## config.mk

```make
export PLATFORM = sky130hd
export DESIGN_NAME = adc_serial_control_sequencer
export DESIGN_NICKNAME = d
export VERILOG_FILES = /design/src/adc_seq_pkg.sv /design/src/adc_serial_control_sequencer.sv /design/src/pin_sync.sv
export SDC_FILE = /design/constraint.sdc
export NUM_CORES = 1
export LEC_CHECK = 0
export ABC_CLOCK_PERIOD_IN_PS = 2200
export BUFFER_PORTS_ARGS = -buffer_cell sky130_fd_sc_hd__buf_4
export CAP_MARGIN = 15
export CORE_AREA = 2 2 85 87
export DETAILED_ROUTE_END_ITERATION = 8
export DIE_AREA = 0 0 87 89
export PLACE_DENSITY_LB_ADDON = 0.15
export SYNTH_ARGS = -nofsm -noshare
export SYNTH_HDL_FRONTEND = slang
export SYNTH_HIERARCHICAL = 1
export SYNTH_SLANG_ARGS = --single-unit
```

## constraint.sdc

```tcl
create_clock -name ref_clk_in -period 2.2 [get_ports ref_clk_in]
set_input_delay 0 -clock ref_clk_in [delete_from_list [all_inputs] [get_ports ref_clk_in]]
set_output_delay 0 -clock ref_clk_in [all_outputs]
set_load 0.01 [all_outputs]
```

## src/adc_seq_pkg.sv

```systemverilog
// Constants, field layouts and state types for the converter serial sequencer.
// Assumes a 100 MHz system clock; all pin timing is sampled against it.
package adc_seq_pkg;

    // ********************************************************************
    // Framing and conversion counts
    // ********************************************************************
    localparam int CTRL_BITS        = 8;
    localparam int TRACK_AFTER_BIT  = 5;
    localparam int RESULT_BITS      = 10;
    localparam int OVERLAP_OUT_BITS = 4;
    localparam int FRAME_OUT_BITS   = 15;

    // ********************************************************************
    // Internal clock conversion timing
    // ********************************************************************
    localparam int CLK_PERIOD_NS    = 10;
    localparam int INT_CONV_MAX_NS  = 7500;
    localparam int INT_CONV_MAX_CYC = INT_CONV_MAX_NS / CLK_PERIOD_NS;
    localparam int INT_STEP_CYC     = INT_CONV_MAX_CYC / (RESULT_BITS + 1);

    // ********************************************************************
    // Power and clock mode codes, reset values
    // ********************************************************************
    localparam logic [1:0] MODE_FULL_PD = 2'h0;
    localparam logic [1:0] MODE_FAST_PD = 2'h1;
    localparam logic [1:0] MODE_INT_CLK = 2'h2;
    localparam logic [1:0] MODE_EXT_CLK = 2'h3;
    localparam logic [7:0] CFG_RESET    = 8'h02;
    localparam logic [2:0] PINS_RESET   = 3'h4;
    localparam logic [9:0] MSB_MASK     = 10'h200;

    typedef struct packed {
        logic       start;
        logic       chan_select_bit2;
        logic       chan_select_bit1;
        logic       chan_select_bit0;
        logic       polarity_select;
        logic       input_config_select;
        logic       power_clock_mode_hi;
        logic       power_clock_mode_lo;
    } ctrl_byte_s;

    typedef struct packed {
        logic [1:0] pos_chan;
        logic [1:0] neg_chan;
        logic       neg_is_com;
    } mux_sel_s;

    typedef enum logic [1:0] {
        CONV_IDLE,
        CONV_EXT,
        CONV_INT
    } conv_state_e;

endpackage

```

## src/adc_serial_control_sequencer.sv

```systemverilog
// Serial control byte capture, track/hold timing and SAR sequencing for a
// 10-bit four-input converter. Pins are sampled by the 100 MHz ref_clk_in;
// the analog comparator answers comp_in against sar_trial_out in the same cycle.
// Function
// - Track on falling edge after bit five
// - Hold and convert after eighth bit
// - Negative input: common or minus channel
// - First one after select low starts byte
// - Leading zeros before start are ignored
// - Capture one bit per rising clock edge
// - Byte: start, select, polarity, config, mode
// - Mode bits: full, fast, internal, external
// - Single-ended positive channel mapping
// - Differential pairs, reversed for 101/110
// - Unipolar binary, bipolar two's complement
// - Output on falling edges, MSB first
// - External mode strobe high one period
// - One decision per falling edge, ten
// - External mode: float when deselected
// - Host clock steps external conversion
// - Zero, ten bits, then five zeros
// - Internal mode strobe low under 7.5 us
// - New start after fourth output bit
// - Select toggle aborts, restarts at start
// - Reset: internal mode, strobe high, zeros
`timescale 1ns/10ps
module adc_serial_control_sequencer
    import adc_seq_pkg::*;
(
    // Clock and reset
    input  wire logic      ref_clk_in,
    input  wire logic      rst_n_in,
    // Serial pins from the host
    input  wire logic      cs_n_in,
    input  wire logic      sclk_in,
    input  wire logic      din_in,
    // Serial pins to the host
    output logic           dout_out,
    output logic           dout_oe_out,
    output logic           conversion_strobe_out,
    output logic           conversion_strobe_oe_out,
    // Analog front end
    input  wire logic      comp_in,
    output logic [9:0]     sar_trial_out,
    output mux_sel_s       mux_out,
    output logic           track_out,
    output logic           converting_out,
    // Mode status
    output logic [1:0]     pwr_mode_out,
    output logic           power_down_out
);

    // ********************************************************************
    // Pin sampling and edge detection
    // ********************************************************************
    logic [2:0]  pins_s;
    logic        sclk_prev_q;
    logic        cs_n_prev_q;

    // Resets to the idle pin levels so no false select edge follows reset
    pin_sync #(
        .WIDTH     (3),
        .RESET_VAL (PINS_RESET)
    ) u_pin_sync (
        .clk_in   (ref_clk_in),
        .rst_n_in (rst_n_in),
        .d_in     ({cs_n_in, sclk_in, din_in}),
        .q_out    (pins_s)
    );

    wire cs_n_s     = pins_s[2];
    wire sclk_s     = pins_s[1];
    wire din_s      = pins_s[0];
    wire cs_low     = ~cs_n_s;
    wire sclk_rise  = sclk_s & ~sclk_prev_q;
    wire sclk_fall  = ~sclk_s & sclk_prev_q;
    wire cs_fall_ev = ~cs_n_s & cs_n_prev_q;
    wire cs_rise_ev = cs_n_s & ~cs_n_prev_q;

    always_ff @(posedge ref_clk_in or negedge rst_n_in)
    begin
        if (!rst_n_in)
        begin
            sclk_prev_q <= 1'b0;
            cs_n_prev_q <= 1'b1;
        end
        else
        begin
            sclk_prev_q <= sclk_s;
            cs_n_prev_q <= cs_n_s;
        end
    end

    // ********************************************************************
    // Control byte capture
    // ********************************************************************
    logic [3:0]  in_cnt_q;
    logic [3:0]  in_cnt_d;
    logic [7:0]  in_sr_q;
    logic        cs_toggled_q;
    conv_state_e conv_q;
    logic [4:0]  out_cnt_q;

    wire start_ok  = (conv_q == CONV_IDLE) | cs_toggled_q
                   | ((conv_q == CONV_EXT) & (out_cnt_q >= 5'(OVERLAP_OUT_BITS)));
    wire in_active = (in_cnt_q != 4'h0);
    wire byte_bit  = cs_low & sclk_rise & (in_cnt_q < 4'(CTRL_BITS))
                   & (in_active | (din_s & start_ok));
    wire track_ev  = cs_low & sclk_fall & (in_cnt_q == 4'(TRACK_AFTER_BIT));
    wire byte_done = cs_low & sclk_fall & (in_cnt_q == 4'(CTRL_BITS));
    ctrl_byte_s new_cfg;
    assign new_cfg = ctrl_byte_s'(in_sr_q);
    wire [1:0] new_mode = {new_cfg.power_clock_mode_hi, new_cfg.power_clock_mode_lo};

    always_comb
    begin
        in_cnt_d = in_cnt_q;
        if (!cs_low || byte_done)
            in_cnt_d = 4'h0;
        else if (byte_bit)
            in_cnt_d = in_cnt_q + 4'h1;
    end

    always_ff @(posedge ref_clk_in or negedge rst_n_in)
    begin
        if (!rst_n_in)
        begin
            in_cnt_q <= 4'h0;
            in_sr_q  <= 8'h00;
        end
        else
        begin
            in_cnt_q <= in_cnt_d;
            if (byte_bit)
                in_sr_q <= {in_sr_q[6:0], din_s};
        end
    end

    // Toggle of select during a conversion lets the next start bit in at once
    always_ff @(posedge ref_clk_in or negedge rst_n_in)
    begin
        if (!rst_n_in)
            cs_toggled_q <= 1'b0;
        else if (cs_rise_ev && conv_q != CONV_IDLE)
            cs_toggled_q <= 1'b1;
        else if (byte_done)
            cs_toggled_q <= 1'b0;
    end

    // ********************************************************************
    // Track/hold and input multiplexer
    // ********************************************************************
    ctrl_byte_s  cfg_q;
    logic        track_q;
    logic [1:0]  pos_q;

    always_ff @(posedge ref_clk_in or negedge rst_n_in)
    begin
        if (!rst_n_in)
        begin
            track_q <= 1'b0;
            pos_q   <= 2'h0;
            cfg_q   <= ctrl_byte_s'(CFG_RESET);
        end
        else if (byte_done)
        begin
            track_q <= 1'b0;
            cfg_q   <= new_cfg;
        end
        else if (track_ev)
        begin
            track_q <= 1'b1;
            pos_q   <= {in_sr_q[2], in_sr_q[3]};
        end
    end

    // Positive channel is the same in both configurations; only the minus side differs
    assign mux_out.pos_chan   = pos_q;
    assign mux_out.neg_chan   = pos_q ^ 2'h1;
    assign mux_out.neg_is_com = cfg_q.input_config_select;
    assign track_out          = track_q;
    assign pwr_mode_out       = {cfg_q.power_clock_mode_hi, cfg_q.power_clock_mode_lo};
    assign power_down_out     = ~cfg_q.power_clock_mode_hi;
    wire   ext_mode           = (pwr_mode_out == MODE_EXT_CLK);
    wire   bipolar            = ~cfg_q.polarity_select;

    // ********************************************************************
    // Successive approximation sequencer
    // ********************************************************************
    conv_state_e conv_d;
    logic [4:0]  out_cnt_d;
    logic [9:0]  sar_q;
    logic [9:0]  sar_d;
    logic [9:0]  mask_q;
    logic [9:0]  mask_d;
    logic [6:0]  step_q;
    logic [6:0]  step_d;
    logic [9:0]  rd_sr_q;
    logic [9:0]  rd_sr_d;
    logic        dout_q;
    logic        dout_d;
    logic        strobe_q;
    logic        strobe_d;

    wire [9:0] sar_next  = sar_q | (comp_in ? mask_q : 10'h000);
    wire [9:0] result_w  = sar_next ^ (bipolar ? MSB_MASK : 10'h000);
    wire       dec_bit   = comp_in ^ (bipolar & mask_q[9]);
    wire       step_tick = (step_q == 7'(INT_STEP_CYC - 1));

    always_comb
    begin
        conv_d    = conv_q;
        out_cnt_d = out_cnt_q;
        sar_d     = sar_q;
        mask_d    = mask_q;
        step_d    = step_q;
        rd_sr_d   = rd_sr_q;
        dout_d    = dout_q;
        strobe_d  = strobe_q;
        if (byte_done)
        begin
            sar_d     = 10'h000;
            mask_d    = MSB_MASK;
            out_cnt_d = 5'h00;
            step_d    = 7'h00;
            rd_sr_d   = 10'h000;
            dout_d    = 1'b0;
            case (new_mode)
                MODE_EXT_CLK:
                begin
                    conv_d   = CONV_EXT;
                    strobe_d = 1'b1;
                end
                MODE_INT_CLK:
                begin
                    conv_d   = CONV_INT;
                    strobe_d = 1'b0;
                end
                default:
                begin
                    conv_d   = CONV_IDLE;
                    strobe_d = strobe_q;
                end
            endcase
        end
        else
        begin
            case (conv_q)
                CONV_EXT:
                begin
                    if (sclk_fall)
                    begin
                        strobe_d  = 1'b0;
                        out_cnt_d = out_cnt_q + 5'h01;
                        if (mask_q != 10'h000)
                        begin
                            sar_d  = sar_next;
                            mask_d = mask_q >> 1;
                            dout_d = dec_bit;
                        end
                        else
                            dout_d = 1'b0;
                        if (out_cnt_q == 5'(FRAME_OUT_BITS - 1))
                            conv_d = CONV_IDLE;
                    end
                end
                CONV_INT:
                begin
                    step_d = step_tick ? 7'h00 : step_q + 7'h01;
                    if (step_tick)
                    begin
                        sar_d  = sar_next;
                        mask_d = mask_q >> 1;
                        if (mask_q[0])
                        begin
                            conv_d   = CONV_IDLE;
                            strobe_d = 1'b1;
                            rd_sr_d  = result_w;
                        end
                    end
                    if (sclk_fall && cs_low)
                        dout_d = 1'b0;
                end
                CONV_IDLE:
                begin
                    if (sclk_fall && cs_low)
                    begin
                        dout_d  = rd_sr_q[9];
                        rd_sr_d = {rd_sr_q[8:0], 1'b0};
                    end
                end
                default:
                    conv_d = CONV_IDLE;
            endcase
            if (cs_fall_ev && ext_mode)
                strobe_d = 1'b0;
        end
    end

    always_ff @(posedge ref_clk_in or negedge rst_n_in)
    begin
        if (!rst_n_in)
        begin
            conv_q    <= CONV_IDLE;
            out_cnt_q <= 5'h00;
            sar_q     <= 10'h000;
            mask_q    <= 10'h000;
            step_q    <= 7'h00;
            rd_sr_q   <= 10'h000;
            dout_q    <= 1'b0;
            strobe_q  <= 1'b1;
        end
        else
        begin
            conv_q    <= conv_d;
            out_cnt_q <= out_cnt_d;
            sar_q     <= sar_d;
            mask_q    <= mask_d;
            step_q    <= step_d;
            rd_sr_q   <= rd_sr_d;
            dout_q    <= dout_d;
            strobe_q  <= strobe_d;
        end
    end

    // ********************************************************************
    // Pin drivers
    // ********************************************************************
    assign dout_out                 = dout_q;
    assign dout_oe_out              = cs_low;
    assign conversion_strobe_out    = strobe_q;
    assign conversion_strobe_oe_out = ~ext_mode | cs_low;
    assign sar_trial_out            = sar_q | mask_q;
    assign converting_out           = (conv_q != CONV_IDLE);

    // ********************************************************************
    // Checks
    // ********************************************************************
    logic [9:0] int_low_cnt_q;

    always_ff @(posedge ref_clk_in or negedge rst_n_in)
    begin
        if (!rst_n_in)
            int_low_cnt_q <= 10'h000;
        else if (conv_q == CONV_INT)
            int_low_cnt_q <= int_low_cnt_q + 10'h001;
        else
            int_low_cnt_q <= 10'h000;
    end
endmodule

```

## src/pin_sync.sv

```systemverilog
// Two-stage synchroniser for a group of pin inputs.
// Assumes the inputs are asynchronous to clk_in.
`timescale 1ns/10ps
module pin_sync #(
    parameter int               WIDTH     = 1,
    parameter logic [WIDTH-1:0] RESET_VAL = '0
) (
    // Clock and reset
    input  wire logic             clk_in,
    input  wire logic             rst_n_in,
    // Pins in, synchronised copy out
    input  wire logic [WIDTH-1:0] d_in,
    output logic      [WIDTH-1:0] q_out
);

    logic [WIDTH-1:0] meta_q;
    logic [WIDTH-1:0] sync_q;

    always_ff @(posedge clk_in or negedge rst_n_in)
    begin
        if (!rst_n_in)
        begin
            meta_q <= RESET_VAL;
            sync_q <= RESET_VAL;
        end
        else
        begin
            meta_q <= d_in;
            sync_q <= meta_q;
        end
    end

    assign q_out = sync_q;

endmodule

```

==> metrics.cfg <==
[placed_design]
placed_area_sq_um = 3862
place_ws_ns = 0.1741
dp_hpwl_microns = 4907
gp_congestion = 0.8007
port_buffers = 29

[drt]
dr_total_vias = 2640
drtIter0Drc = 135
dr.pass1.iters = 4
wirelength_microns = 7330
drt-vias-per-instance = 5.727
ant_nets = 0
wl_per_cell_microns = 15.90
drc = 0

[floorplan]
dieArea_sq_um = 7743
die_h_microns = 89
rows = 30
core_sq_um = 6719
start_util_pct = 52.81
die_x_microns = 87
ioPinCount = 30

[timing]
hold_viol_final = 0
setup_ws_ns = 0.1740
max_clock_freq_ghz = 0.4936
slew_violations = 0
tns_ns = 0
setup_viol = 0
rsz0062_at_grt = false
tightest_slew_ns = 0.8763
slew_headroom_pct = 41.58
fin_crit_sh_pct = 92.09
clock_skew_ns = 0.009996
fin_crit_ns = 2.026

[setup_path]
startpoint_type = flip-flop
worstPathArrival_ns = 2.26
worst-path-max-fanout = 13
crit-reg2reg-capture = in_cnt_q[1]
critPathCapture = in_cnt_q[1]
rrSetupSlack_ns = 0.17
worst_setup_path_end_kind = flip-flop
startpoint = in_cnt_q[0]
r2r_cells = 7
reg2reg_from = in_cnt_q[0]
crit_type = reg -> reg
required_ns = 2.43

[synth]
yosysSeqAreaShare_pct = 49.54
synthesis.area_sq_um = 3548
ys_async_sr_fraction_pct = 100.0
yosysWarnings = 6
yosysUniqueCellTypes = 58
synth_fp_nets = 354
ys_dominant_reg_cell = dfrtp_1
synth.avg_cell_area_sq_um = 10.50
synth_edf_count = 0
ys_ff_latch = 70
syn_inst = 338

[clock_network]
h-tree-depth = 3
ctsResizeCount = 0
clk_path_buf_depth = 2
cts_tree = done
cts_buffers = 9
root_buffer = clkbuf_8
insertion_delay_ns = 0.35
cts_sinks = 70
clk_pin_slew_worst_paths_ns = 0.07

[job]
drv_cap = 0

[run_status]
status = finished clean

[grt]
grt_max_degree = 71
grtUsageTotal_pct = 20.24
grt_overflow = 0
antenna_found_initial = 0
grt_pass1_wl_microns = 12080
grt_pass1_vias = 2550

[finish]
final_area_sq_um = 4096
nNetsFinal = 392
antenna_cells = 0
layout-drive-gt1-share_pct = 26.77
syn_to_final_growth_pct = 15.44

[power]
cellPowerDensity_nw_per_um2 = 603.2
leakagePower_nw = 1.900
peakVddDrop_mv = 0.4149

[hold_path]
min_path_type = in -> async

-- cell usage in the layout, fill, tap and decap left out, types with 2 or more instances in the layout --
master,count
dlygate4sd3_1,5
inv_1,16
nor4_1,3
xor2_1,4
a2bb2oi_1,9
dfstp_2,5
a31oi_1,5
mux2i_1,11
ha_1,10
nor2b_1,2
a21o_1,2
nor3_1,3
clkbuf_1,3
nor2_1,18
o31ai_1,3
clkbuf_8,9
o21ai_0,9
clkinv_2,2
o31ai_2,10
nand2_1,52
a22o_1,10
nand2b_1,3
nand4_1,4
or2_2,11
dfrtp_1,65
buf_4,43
and3_1,2
a21oi_1,7
o211ai_1,3
nand3_1,11
mux2_2,8
or4_2,2
o21a_1,2
-- what timing repair did --
| item | 4_1_cts | 5_1_grt |
|---|---|---|
| hold buffers | 5 | 0 |
| hold endpoints to repair | 69 | 0 |
| buffers inserted | 0 | 0 |
-- cell usage after synthesis (all sizes together), types with 2 or more instances --
library cell	number	area (sq um)
or4	4	36.29
nand2	52	195.2
dfrtp	65	1627
a22o	10	87.58
inv	17	63.81
o211ai	3	22.52
a21o	2	15.01
a2bb2oi	9	78.83
o21ai	11	70.07
nor3	3	15.01
o21a	2	15.01
mux2i	11	110.1
a31oi	5	31.28
o31ai	14	168.9
xor2	4	35.03
nand4	4	25.02
o2111ai	2	23.77
or2	11	68.82
clkbuf	9	33.78
mux2	9	101.4
dfstp	5	131.4
nand2b	3	18.77
a21oi	7	35.03
ha	10	125.1
nor2	18	67.56
nand3	11	55.05
and3	2	12.51
nor2b	2	12.51
buf	13	95.09
nor4	3	18.77
or3	2	13.77
-- cell type report --
cell class | count | area, sq um
Fill cell | 563 | 2623
Sequential cell | 70 | 1758
Multi-Input combinational cell | 229 | 1598
Timing Repair Buffer | 49 | 392.9
Clock buffer | 12 | 135.1
Tap cell | 80 | 100.1
Inverter | 17 | 63.81
Clock inverter | 4 | 48.80
-- state kept, by name (all words and copies together) (netlist names), 2 cells and up --
signal,count
mask_q,10
rd_sr_q,10
sar_q,10
step_q,7
out_cnt_q,5
in_cnt_q,4
in_sr_q,4
u_pin_sync/meta_q,3
u_pin_sync/q_out,3
conv_q,2
pos_q,2
pwr_mode_out,2
-- cells by family after synthesis --
| kind of cell | Yosys count | synth area share [%] |
|---|---|---|
| simple gates | 120 | 16.47 |
| compound gates | 74 | 17.84 |
| flops | 70 | 49.54 |
| buf+inv | 39 | 5.430 |
| mux | 20 | 5.959 |
| fa+ha+maj | 10 | 3.526 |
| xor+xnor | 5 | 1.234 |
-- power breakdown --
part / internal [mW] / switching, mW / leakage, nW
registers: 1.33 / 0.0384 / 0.890
logic: 0.0507 / 0.0565 / 0.916
clock network: 0.523 / 0.475 / 0.0943
total: 1.90 / 0.569 / 1.90
-- stage by stage --
stage | std cells | total power [mW] | utilization [%] | hold WS [ns]
floorplan | 338 | 1.432 | - | -0.2956
global placement | 440 | 1.490 | 57.49 | 0.1086
detailed placement | 440 | 1.492 | 57.49 | 0.1107
CTS | 461 | 2.494 | 60.97 | 0.2858
global route | 461 | 2.570 | 60.97 | 0.2913
finish | 461 | 2.471 | 60.97 | 0.2989
-- worst min path at each step --
stage                     slack, ns      from  cells past startpoint              endpoint
after global placement         0.11   cs_n_in                      1  u_pin_sync/meta_q[2]
final                          0.30  rst_n_in                      2             step_q[5]
after floorplan               -0.30  rst_n_in                      0              cfg_q[3]
after CTS                      0.29   cs_n_in                      2  u_pin_sync/meta_q[2]
after global routing           0.29   cs_n_in                      2  u_pin_sync/meta_q[2]
after detailed placement       0.11   cs_n_in                      1  u_pin_sync/meta_q[2]
-- metal layers --
layer / global-route usage, % / up-vias / share of wire [%]
met5: 0 / - / 0
met4: 7.670 / 0 / 1.2
met3: 5.540 / 10 / 4.6
met2: 32.06 / 68 / 45
met1: 26.70 / 1278 / 49
li1: - / 1284 / -
-- worst max-delay path, cell delays in order, from the launching register on --
cell and delay (ns):
dfrtp_1 0.44, inv_1 0.09, ha_1 0.15, nor4bb_1 0.27, and2_2 0.37, buf_4 0.27
nor3_1 0.07, mux2_2 0.26
Note: power is estimated with default switching activity, not from simulation.
